==> config.mk <==
export PLATFORM = sky130hd
export DESIGN_NAME = gio_io_logic
export DESIGN_NICKNAME = d
export VERILOG_FILES = /design/src/rtl/gio_pkg.sv /design/src/rtl/gio_io_logic.sv
export VERILOG_INCLUDE_DIRS = /design/src /design/src/rtl
export SDC_FILE = /design/constraint.sdc
export NUM_CORES = 1
export LEC_CHECK = 0
export BUFFER_PORTS_ARGS = -buffer_cell sky130_fd_sc_hd__clkbuf_2
export CORE_MARGIN = 4
export CORE_UTILIZATION = 30
export CTS_CLUSTER_SIZE = 8
export DETAILED_ROUTE_END_ITERATION = 10
export PLACE_DENSITY_LB_ADDON = 0.2
export SLEW_MARGIN = 5
export SYNTH_ARGS = -nofsm -noshare
export SYNTH_HDL_FRONTEND = slang
export SYNTH_SLANG_ARGS = --single-unit
==> constraint.sdc <==
create_clock -name MCLK -period 1.2 [get_ports MCLK]
set_input_delay 0.36 -clock MCLK [delete_from_list [all_inputs] [get_ports MCLK]]
set_output_delay 0.36 -clock MCLK [all_outputs]
set_load 0.05 [all_outputs]
==> src/rtl/gio_defines.svh <==
// Register offsets, field positions, reset values and timing counts
// for the per-pin general-purpose I/O logic.
// Assumes a 32-bit APB slave with word-aligned registers.
`ifndef GIO_DEFINES_SVH
`define GIO_DEFINES_SVH

`define GIO_ADDR_W 12
`define GIO_CTRL_OFS 12'h000
`define GIO_STAT_OFS 12'h004

`define GIO_CTRL_W 15
`define GIO_F_MODE_LO 0
`define GIO_F_IN_REG 3
`define GIO_F_OUT_REG 4
`define GIO_F_IN_FALL 5
`define GIO_F_OUT_FALL 6
`define GIO_F_OE_FALL 7
`define GIO_F_OE_REG 8
`define GIO_F_INVERT 9
`define GIO_F_DOUBLE_EDGE_IO_IN 10
`define GIO_F_DOUBLE_EDGE_IO_OUT 11
`define GIO_F_RESYNC 12
`define GIO_F_PULL_DOWN 13
`define GIO_F_DIFF_SE 14

`define GIO_S_PAD 0
`define GIO_S_PAD_OE 1
`define GIO_S_RISE 2
`define GIO_S_FALL 3
`define GIO_S_CONFIG 4

`define GIO_CTRL_RST 15'h0000
`define GIO_CLK_HZ 10000000
`define GIO_APB_WAIT 1

`endif

==> src/rtl/gio_pkg.sv <==
// Types for the per-pin general-purpose I/O logic.
// Assumes gio_defines.svh for widths.
`default_nettype none
`include "gio_defines.svh"

package gio_pkg;

  typedef enum logic [2:0] {
    GIO_UNUSED,
    GIO_INPUT,
    GIO_OUTPUT,
    GIO_BIDIR,
    GIO_CLKOUT,
    GIO_ALT
  } gio_mode_t;

  // Field order matches the bit positions of the control word
  typedef struct packed {
    logic diff_se;
    logic pull_down;
    logic resync;
    logic double_edge_io_out;
    logic double_edge_io_in;
    logic invert;
    logic oe_reg;
    logic oe_fall;
    logic out_fall;
    logic in_fall;
    logic out_reg;
    logic in_reg;
    gio_mode_t mode;
  } gio_ctrl_t;

  typedef struct packed {
    gio_ctrl_t ctrl;
    logic input_register_clock_q;
    logic output_register_clock_q;
    logic in_rise_q;
    logic in_fall_q;
    logic in_fall_sync_q;
    logic out_rise_q;
    logic out_fall_q;
    logic oe_q;
    logic pull_up_q;
    logic pull_down_q;
    logic [31:0] prdata_q;
    logic pslverr_q;
  } gio_state_t;

endpackage

`default_nettype wire

==> src/rtl/gio_io_logic.sv <==
// Per-pin I/O logic between core fabric and one pad, with APB control.
// Assumes core clocks arrive as levels synchronous to MCLK; their edges
// are found by sampling, so they must run well below MCLK / 2.
//
// Design decisions made here: the register addresses and the APB slave port.
`default_nettype none
`include "gio_defines.svh"

////////////////////////////////////////////////////////////////////////
// Function
// Input mode enables only pad-to-core path, passed through or registered.
// Registered input captures on chosen edge of the input register clock.
// Alternate input is never registered; pad value goes straight out.
// Double-edge input captures pad on both input clock edges separately.
// Output mode enables only core-to-pad path, registered on chosen edge.
// An option inverts the output register value before the pad.
// Double-edge output holds both edge values, multiplexed onto the pad.
// Bidirectional: input clock for input, output clock for output and enable.
// Bidirectional: each register has its own rising or falling edge choice.
// Bidirectional: input and output paths registered independently.
// Clock-output mode drives pad from core clock network, not data.
// Alternate mode sends pad signal straight to another interface block.
// Output-enable register decides whether the pad buffer drives.
// Input register captures pad signal before it reaches the core.
// Output register captures core signal before the pad buffer.
// During configuration ordinary pins held in weak pull-up.
// During configuration single-ended differential pins tri-stated, no pulls.
// Unused pins in user mode tri-stated, pull-up default, pull-down option.
// Weak pull-up pin does not glitch entering user mode.
// Double-edge input: first output rising sample, second falling sample.
// Double-edge output: first input rising launch, second falling launch.
// Resync mode delays falling sample half cycle to align with rising.
// Output enable high drives the pad; low tri-states it.
module gio_io_logic
  import gio_pkg::*;
#(
  parameter int ADDR_W = `GIO_ADDR_W
) (
  input wire logic MCLK,
  input wire logic NRST,
  input wire logic PSEL,
  input wire logic PENABLE,
  input wire logic PWRITE,
  input wire logic [ADDR_W-1:0] PADDR,
  input wire logic [31:0] PWDATA,
  output logic [31:0] PRDATA,
  output logic PREADY,
  output logic PSLVERR,
  input wire logic CONFIGURING,
  input wire logic INPUT_REGISTER_CLOCK,
  input wire logic OUTPUT_REGISTER_CLOCK,
  input wire logic CORE_CLOCK_NET,
  input wire logic RISE_LAUNCH_FROM_CORE,
  input wire logic FALL_LAUNCH_FROM_CORE,
  input wire logic OE_FROM_CORE,
  output logic RISE_SAMPLE_TO_CORE,
  output logic FALL_SAMPLE_TO_CORE,
  output logic ALTERNATE_INPUT,
  input wire logic PAD_I,
  output logic PAD_O,
  output logic PAD_OE,
  output logic PAD_PULL_UP,
  output logic PAD_PULL_DOWN
);

  ////////////////////////////////////////////////////////////////////////
  // Helpers

  // Picks the rising or the falling event of a sampled clock
  function automatic logic edge_hit(input logic rise, input logic fall,
                                    input logic sel_fall);
    edge_hit = sel_fall ? fall : rise;
  endfunction

  function automatic logic [31:0] ctrl_word(input gio_ctrl_t c);
    ctrl_word = {{(32 - `GIO_CTRL_W){1'b0}}, c};
  endfunction

  ////////////////////////////////////////////////////////////////////////
  // State

  gio_state_t state_ff;
  gio_state_t nxt_state;

  logic in_rise;
  logic in_fall;
  logic out_rise;
  logic out_fall;
  logic double_edge_io_in_ok;
  logic double_edge_io_out_ok;
  logic in_active;
  logic out_active;
  logic out_value;
  logic apb_setup;
  logic apb_write;
  logic [31:0] status_word;

  assign in_rise = INPUT_REGISTER_CLOCK & ~state_ff.input_register_clock_q;
  assign in_fall = ~INPUT_REGISTER_CLOCK & state_ff.input_register_clock_q;
  assign out_rise = OUTPUT_REGISTER_CLOCK & ~state_ff.output_register_clock_q;
  assign out_fall = ~OUTPUT_REGISTER_CLOCK & state_ff.output_register_clock_q;

  // Single-ended differential pins have no double-edge registers
  assign double_edge_io_in_ok = state_ff.ctrl.double_edge_io_in & ~state_ff.ctrl.diff_se;
  assign double_edge_io_out_ok = state_ff.ctrl.double_edge_io_out & ~state_ff.ctrl.diff_se;

  assign apb_setup = PSEL & ~PENABLE;
  assign apb_write = PSEL & PENABLE & PWRITE;

  ////////////////////////////////////////////////////////////////////////
  // Path enables per mode

  always_comb begin
    in_active = 1'b0;
    out_active = 1'b0;
    unique case (state_ff.ctrl.mode)
      GIO_INPUT: begin
        in_active = 1'b1;
      end
      GIO_OUTPUT: begin
        out_active = 1'b1;
      end
      GIO_BIDIR: begin
        in_active = 1'b1;
        out_active = 1'b1;
      end
      GIO_UNUSED, GIO_CLKOUT, GIO_ALT: begin
        in_active = 1'b0;
      end
      default: begin
        in_active = 1'b0;
      end
    endcase
  end

  ////////////////////////////////////////////////////////////////////////
  // Next state

  always_comb begin
    nxt_state = state_ff;
    nxt_state.input_register_clock_q = INPUT_REGISTER_CLOCK;
    nxt_state.output_register_clock_q = OUTPUT_REGISTER_CLOCK;

    // Input capture
    if (double_edge_io_in_ok) begin
      if (in_rise) begin
        nxt_state.in_rise_q = PAD_I;
        nxt_state.in_fall_sync_q = state_ff.in_fall_q;
      end
      if (in_fall) begin
        nxt_state.in_fall_q = PAD_I;
      end
    end else if (edge_hit(in_rise, in_fall, state_ff.ctrl.in_fall)) begin
      nxt_state.in_rise_q = PAD_I;
    end

    // Output and enable capture on the output clock
    if (double_edge_io_out_ok) begin
      if (out_rise) begin
        nxt_state.out_rise_q = RISE_LAUNCH_FROM_CORE;
      end
      if (out_fall) begin
        nxt_state.out_fall_q = FALL_LAUNCH_FROM_CORE;
      end
    end else if (edge_hit(out_rise, out_fall, state_ff.ctrl.out_fall)) begin
      nxt_state.out_rise_q = RISE_LAUNCH_FROM_CORE;
    end
    if (edge_hit(out_rise, out_fall, state_ff.ctrl.oe_fall)) begin
      nxt_state.oe_q = OE_FROM_CORE;
    end

    // Weak pulls, held in flops so both phases agree at the change-over
    if (CONFIGURING) begin
      nxt_state.pull_up_q = ~state_ff.ctrl.diff_se;
      nxt_state.pull_down_q = 1'b0;
    end else begin
      nxt_state.pull_up_q = ~state_ff.ctrl.pull_down;
      nxt_state.pull_down_q = state_ff.ctrl.pull_down & ~state_ff.ctrl.diff_se;
    end

    // APB: read data latched in setup, write taken in access
    if (apb_setup) begin
      nxt_state.pslverr_q = 1'b0;
      if (PADDR == ADDR_W'(`GIO_CTRL_OFS)) begin
        nxt_state.prdata_q = ctrl_word(state_ff.ctrl);
      end else if (PADDR == ADDR_W'(`GIO_STAT_OFS)) begin
        nxt_state.prdata_q = status_word;
        nxt_state.pslverr_q = PWRITE;
      end else begin
        nxt_state.prdata_q = 32'h0000_0000;
        nxt_state.pslverr_q = 1'b1;
      end
    end
    if (apb_write && PADDR == ADDR_W'(`GIO_CTRL_OFS)) begin
      nxt_state.ctrl = gio_ctrl_t'(PWDATA[`GIO_CTRL_W-1:0]);
    end
  end

  ////////////////////////////////////////////////////////////////////////
  // Registers

  always_ff @(posedge MCLK or negedge NRST) begin
    if (!NRST) begin
      state_ff <= '0;
      state_ff.ctrl <= gio_ctrl_t'(`GIO_CTRL_RST);
      state_ff.pull_up_q <= 1'b1;
    end else begin
      state_ff <= nxt_state;
    end
  end

  ////////////////////////////////////////////////////////////////////////
  // Core-side input data

  always_comb begin
    RISE_SAMPLE_TO_CORE = 1'b0;
    FALL_SAMPLE_TO_CORE = 1'b0;
    if (in_active) begin
      if (double_edge_io_in_ok) begin
        RISE_SAMPLE_TO_CORE = state_ff.in_rise_q;
        FALL_SAMPLE_TO_CORE = state_ff.ctrl.resync ?
                              state_ff.in_fall_sync_q : state_ff.in_fall_q;
      end else if (state_ff.ctrl.in_reg) begin
        RISE_SAMPLE_TO_CORE = state_ff.in_rise_q;
      end else begin
        RISE_SAMPLE_TO_CORE = PAD_I;
      end
    end
  end

  // Alternate function path bypasses every register
  assign ALTERNATE_INPUT = (state_ff.ctrl.mode == GIO_ALT) ? PAD_I : 1'b0;

  ////////////////////////////////////////////////////////////////////////
  // Pad-side output data and enable

  always_comb begin
    if (double_edge_io_out_ok) begin
      // High phase shows rising launch, low phase the falling one
      out_value = (state_ff.output_register_clock_q ? state_ff.out_rise_q : state_ff.out_fall_q)
                  ^ state_ff.ctrl.invert;
    end else if (state_ff.ctrl.out_reg) begin
      out_value = state_ff.out_rise_q ^ state_ff.ctrl.invert;
    end else begin
      out_value = RISE_LAUNCH_FROM_CORE;
    end
  end

  always_comb begin
    PAD_O = 1'b0;
    PAD_OE = 1'b0;
    if (!CONFIGURING) begin
      if (state_ff.ctrl.mode == GIO_CLKOUT) begin
        PAD_O = CORE_CLOCK_NET;
        PAD_OE = 1'b1;
      end else if (out_active) begin
        PAD_O = out_value;
        if (state_ff.ctrl.mode == GIO_BIDIR) begin
          PAD_OE = state_ff.ctrl.oe_reg ? state_ff.oe_q : OE_FROM_CORE;
        end else begin
          PAD_OE = 1'b1;
        end
      end
    end
  end

  assign PAD_PULL_UP = state_ff.pull_up_q;
  assign PAD_PULL_DOWN = state_ff.pull_down_q;

  ////////////////////////////////////////////////////////////////////////
  // Status and bus answers

  always_comb begin
    status_word = 32'h0000_0000;
    status_word[`GIO_S_PAD] = PAD_I;
    status_word[`GIO_S_PAD_OE] = PAD_OE;
    status_word[`GIO_S_RISE] = RISE_SAMPLE_TO_CORE;
    status_word[`GIO_S_FALL] = FALL_SAMPLE_TO_CORE;
    status_word[`GIO_S_CONFIG] = CONFIGURING;
  end

  // One wait-free access phase: data latched in setup
  assign PREADY = 1'b1;
  assign PRDATA = state_ff.prdata_q;
  assign PSLVERR = PSEL & PENABLE & state_ff.pslverr_q;

endmodule

`default_nettype wire

==> metrics.md, run 1 <==
| Metric | Value |
|---|---|
| Status | complete, but fails checks |
| Failing checks | negative setup slack |
| Number of remaining DRC errors | 0 |
| Die footprint | slightly below 9000 um^2 |
| Ys Warns | 0 |
| CP Capture Type | output pin |
| Final setup fails | 54 |
| Ratio of cells with drive above 1 in the final layout | between 60 and 70% |
| Hold slack | around 0.03 ns |
| Tot Pwr | about 0.0032 W |
| Drt pass-1 iters | 4 |
| Clock buffer count from CTS | 5 |
| Area delta synth->final | 67.35% |
| Drt total wl | around 5.5 mm |
| Root buf cell | clkbuf_8 |
| #FFs+latches synth | 41 |
| FMAX | roughly 510 MHz |
| ANT nets after route | 0 |
| Power per cell area | approximately 860 nW/um^2 |
| Vias in the first global route | between 1500 and 2000 |
| Post-route cell area | roughly 3700 um^2 |
| P_leak | between 1.5 and 2 nW |
| Clk buf depth | 2 |
| H-tree levels | 2 |
| Iter 0 DRT Violations | 41 |
| Die extent in x | roughly 93 um |
| Antenna violations before repair | 0 |
| Distinct cells, synth | 38 |
| Initial core utilization | 31.57% |
| Largest net degree at the start of global routing | 42 |
| WP data arrival | about 1.6 ns |
| Clk slew on worst S/H paths | roughly 0.08 ns |
| Syn Area/Cell | between 10 and 15 um^2 |
| RSZ-0062 raised after global routing | yes |
| Most common cell after layout, fill and taps aside | buf_4 |
| Placement Cell Area | 2888 um^2 |
| CTS tree | done |
| Fin crit period | just under 2 ns |
| Rows | 30 |
| Post-place setup slack | -0.6979 ns |
| R2r setup slk | -0.56 ns |
| Max-Cap Viols | 0 |
| Post-synth EDFFs | 0 |
| Avg Vias per Cell | around 4.3 |
| IO Pins | between 90 and 100 |
| Worst setup margin | -0.7552 ns |
| Register area share after synthesis | between 40% and 50% |
| Routability-driven placement congestion ratio | ~0.77 |
| Post-DP HPWL | about 3.9 mm |
| Port bufs | 62 |
| Total number of vias | around 1700 |
| Global-route wire length before repair | 8.611 mm |
| Mapped cell area | about 2200 um^2 |
| Antenna cells | 0 |
| Data required, critical path | ~0.84 ns |
| Clk_skew | approximately 0.008 ns |
| Startpoint types | flop |
| Nets | between 300 and 400 |
| Core area | 6944 um^2 |
| Worst VDD drop | between 0.0004 and 0.0005 V |
| Gr usage total | between 10% and 20% |
| CP Class | flop to output pin |
| Fin. Hold Viols | 0 |
| Hold crit path type | primary input to async pin |
| WL/cell | approximately 14 um |
| Most frequent cells in the layout | buf_4 (48), dfrtp_1 (38), clkbuf_2 (35) |
| CTS sink count | between 40 and 50 |
| Die extent in y | 93.48 um |
| Final worst path period share | 162.9% |
| Clock Latency Late Sink | ~0.30 ns |
| GRT overflow | 0 |
| Top FF cell, synth | dfrtp_1 |
| Max-slew violation count | 0 |
| Syn Inst Count | 187 |
| Post-synth ARST share | 100.0% |
| Max FO, Critical Path | 3 |
==> layer usage <==
metal | vias up | wire (um) | global-route usage (%)
met2 | 56 | 2659 | 20.31
met5 | - | 0 | 0
met3 | 6 | 375 | 3.218
met1 | 795 | 2427 | 16.76
met4 | 0 | 70 | 4.029
li1 | 837 | - | -
==> sequential cells by signal, indices dropped and copies added (netlist names) <==
| register | count |
|---|---|
| state_ff | 24 |
| PAD_PULL_DOWN | 1 |
| PRDATA | 15 |
| PAD_PULL_UP | 1 |
==> synthesized netlist by cell type, drive strengths merged, types with 3 or more instances <==
library cell	number	area, um^2
a22o	10	87.58
nor2	5	18.77
dfrtp	40	1001
o21ai	6	30.03
mux2	21	274.0
a21oi	4	20.02
nand2b	10	62.56
nand2	7	26.28
buf	35	279.0
clkbuf	4	15.01
nor2b	3	18.77
mux2i	8	80.08
==> repair_timing <==
action / CTS / global route
setup endpoints to repair: 58 / 60
resized for setup: 78 / 35
buffers inserted: 19 / 11
hold buffers: 0 / 0
gates cloned: 2 / 0
pin swaps: 19 / 16
==> final timing paths <==
path | from | to | depth (start not counted)
max | state_ff[37] | PAD_O | 5
max reg2reg | state_ff[57] | state_ff[40] | 9
min in group MCLK | INPUT_REGISTER_CLOCK | state_ff[42] | 1
min | NRST | state_ff[41] | 2
min reg2reg | state_ff[0] | state_ff[0] | 2
max in group asynchronous | NRST | PAD_PULL_UP | 2
==> cell type report <==
| cell class | count | area, um^2 |
|---|---|---|
| Clock buffer | 5 | 68.82 |
| Fill cell | 607 | 3276 |
| Multi-Input combinational cell | 122 | 1180 |
| Sequential cell | 41 | 1030 |
| Inverter | 2 | 7.507 |
| Timing Repair Buffer | 128 | 1197 |
| Clock inverter | 3 | 65.06 |
| Tap cell | 96 | 120.1 |
==> critical path, stage by stage (launching register included) <==
cell and delay, ns:
dfrtp_1 0.42, mux2i_1 0.18, xnor2_1 0.16, mux2i_2 0.13, o31ai_4 0.24, buf_12 0.17
==> stage by stage <==
| stage | util (%) | cells | TNS, ns |
|---|---|---|---|
| 4_1_cts | 50.76 | 389 | -10.74 |
| 5_1_grt | 52.83 | 397 | -13.06 |
| 3_3_place_gp | 41.59 | 361 | -19.03 |
| 2_1_floorplan | - | 203 | -11.47 |
| 6_report | 52.83 | 397 | -10.90 |
| 3_5_place_dp | 41.59 | 361 | -19.25 |
==> cells by family (layout without fill, tap and decap cells) <==
| family | after synthesis | count (layout) | synth area share, % |
|---|---|---|---|
| DFF | 41 | 41 | 46.86 |
| buffers and inverters | 41 | 138 | 13.76 |
| and+or+nand+nor | 40 | 41 | 11.53 |
| AOI/OAI and AO/OA | 32 | 32 | 10.56 |
| muxes | 29 | 29 | 16.15 |
| other | 2 | 18 | 0.3426 |
| xor gates and xnor gates | 2 | 2 | 0.7992 |
==> power breakdown <==
part / leakage (nW) / switching [W] / internal [W]
logic: 1.19 / 0.000269 / 0.000160
registers: 0.551 / 0.0000144 / 0.00140
clock network: 0.0681 / 0.000486 / 0.000826
total: 1.81 / 0.000768 / 0.00239
No activity file was read; power rests on OpenSTA's default activity.
==> run 2: changes to the inputs <==
- RECOVER_POWER: unset -> 25
- SLEW_MARGIN: 5 -> 20
==> metrics.md, run 2 (synthesis gave the netlist of run 1 again) <==
| Metric | Value |
|---|---|
| Data required, critical path | 0.84 ns (about the same) |
| Post-place setup slack | -0.6979 ns (unchanged) |
| Max-Cap Viols | 0 (unchanged) |
| CTS sink count | 41 (unchanged) |
| R2r setup slk | -0.56 ns (about the same) |
| Fin. Hold Viols | 0 (unchanged) |
| Hold path depth | 1 |
| IO Pins | 98 (unchanged) |
| Startpoint types | flop |
| Hold crit path type | primary input to flop |
| Tot Pwr | 0.003151 W (-0.21%) |
| Ratio of cells with drive above 1 in the final layout | 64.12% (unchanged) |
| Post-DP HPWL | 3.917 mm (unchanged) |
| Failing checks | negative setup slack |
| Cts hold-fix bufs | 0 (unchanged) |
| P_leak | 1.807 nW (-0.29%) |
| Critical R2R Launch | state_ff[57] |
| R2R cell count | 9 (unchanged) |
| Max FO, Critical Path | 3 (unchanged) |
| Vias in the first global route | 1656 (unchanged) |
| Clock buffer count from CTS | 5 (unchanged) |
| Gr usage total | 12.70% (unchanged) |
| Avg Vias per Cell | 4.272 (+0.12%) |
| Power per cell area | 862.4 nW/um^2 (+0.20%) |
| Worst VDD drop | 0.0004840 V (about the same) |
| Initial core utilization | 31.57% (unchanged) |
| Die footprint | 8739 um^2 (unchanged) |
| CTS tree | done |
| Rows | 30 (unchanged) |
| Clk slew on worst S/H paths | 0.08 ns (about the same) |
| Routability-driven placement congestion ratio | 0.7731 (unchanged) |
| Antenna violations before repair | 0 (unchanged) |
| Total number of vias | 1696 (+0.12%) |
| Largest net degree at the start of global routing | 42 (unchanged) |
| Drt pass-1 iters | 4 (unchanged) |
| Die extent in x | 93.48 um (unchanged) |
| Drt total wl | 5.536 mm (about the same) |
| WP data arrival | 1.60 ns (about the same) |
| Port bufs | 62 (unchanged) |
| Worst Hold Path EP | state_ff[42] |
| Clk buf depth | 2 (unchanged) |
| Final worst path period share | 162.9% (unchanged) |
| Nets | 357 (unchanged) |
| Root buf cell | clkbuf_8 |
| Most common cell after layout, fill and taps aside | buf_4 |
| H-tree levels | 2 (unchanged) |
| Most flops, register | state_ff |
| Area delta synth->final | 66.67% |
| RSZ-0062 raised after global routing | yes |
| Worst Max-Slew Pin Slew | between 1 and 1.5 ns |
| FMAX | 511.5 MHz (unchanged) |
| Status | complete, but fails checks |
| Iter 0 DRT Violations | 41 (unchanged) |
| CP Capture Type | output pin |
| GRT overflow | 0 (unchanged) |
| Antenna cells | 0 (unchanged) |
| WL/cell | 13.94 um (about the same) |
| Worst Hold Launch | INPUT_REGISTER_CLOCK |
| ANT nets after route | 0 (unchanged) |
| Clk_skew | 0.007994 ns (+0.00001937 ns) |
| Die extent in y | 93.48 um (unchanged) |
| Final setup fails | 54 (unchanged) |
| Clock Latency Late Sink | 0.30 ns (about the same) |
| Max-slew violation count | 0 (unchanged) |
| R2R Path End | state_ff[40] |
| Final Util | 52.61% (-0.22 points) |
| Number of remaining DRC errors | 0 (unchanged) |
| Worst setup margin | -0.7552 ns (unchanged) |
| Most frequent cells in the layout | buf_4 (48), dfrtp_1 (38), clkbuf_2 (36) |
| Global-route wire length before repair | 8.611 mm (unchanged) |
| Fin crit period | 1.955 ns (unchanged) |
| Largest register FFs | 24 (unchanged) |
| Core area | 6944 um^2 (unchanged) |
| CP Class | flop to output pin |
| Relative slew slack | around 31% |
[run 2: cell types whose count changed in the layout (fill, tap and decap cells not counted), sizes merged]
| cell | before | now |
|---|---|---|
| clkbuf | 41 | 42 |
| buf | 92 | 91 |
[run 2: how the worst max path moves through the flow]
stage                 start      endpoint  slack (ns)  depth (start not counted)
2_1_floorplan      PADDR[8]  state_ff[43]       -0.57                          6
3_3_place_gp       PADDR[8]  state_ff[43]       -0.68                          6
3_5_place_dp       PADDR[1]  state_ff[53]       -0.70                          6
4_1_cts        state_ff[37]         PAD_O       -0.79                          5
5_1_grt        state_ff[37]         PAD_O       -0.85                          5
6_report       state_ff[37]         PAD_O       -0.76                          5
[run 2: power by group]
group          switching [W]  internal (W)
sequential         0.0000144       0.00140
clock               0.000486      0.000826
combinational       0.000268      0.000154
total               0.000767       0.00238
[run 2: worst max-delay path, stage by stage, from the launching register on]
cell and delay, ns:
dfrtp_1 0.42, mux2i_1 0.18, xnor2_1 0.16, mux2i_2 0.13, o31ai_4 0.24, buf_12 0.17
[run 2: timing repair]
action	in CTS	in global routing
gates cloned	2	0
pin swaps	19	16
setup buffers	19	11
resized for setup	78	35
endpoints found under the setup margin	58	60
[run 2: cell type report]
class / instances / area [um^2]
Clock inverter: 3 / 65.06
Clock buffer: 5 / 68.82
Timing Repair Buffer: 128 / 1182
Inverter: 2 / 7.507
Fill cell: 608 / 3291
Multi-Input combinational cell: 122 / 1180
Tap cell: 96 / 120.1
Sequential cell: 41 / 1030
[run 2: through the flow]
stage / cells / instance area, um^2 / hold WS [ns] / setup TNS (ns)
final: 397 / 3654 / 0.2060 / -10.90
after global routing: 397 / 3654 / 0.2104 / -13.13
after CTS: 389 / 3525 / 0.03751 / -10.74
after detailed placement: 361 / 2888 / 0.3579 / -19.25
after global placement: 361 / 2888 / 0.3546 / -19.03
after floorplan: 203 / 2370 / 0.06441 / -11.47
[run 2: metal layers]
| layer | share of wire (%) | track usage (%) |
|---|---|---|
| met5 | 0 | 0 |
| met4 | 1.3 | 4.029 |
| met3 | 6.8 | 3.218 |
| met2 | 48 | 20.31 |
| met1 | 44 | 16.76 |
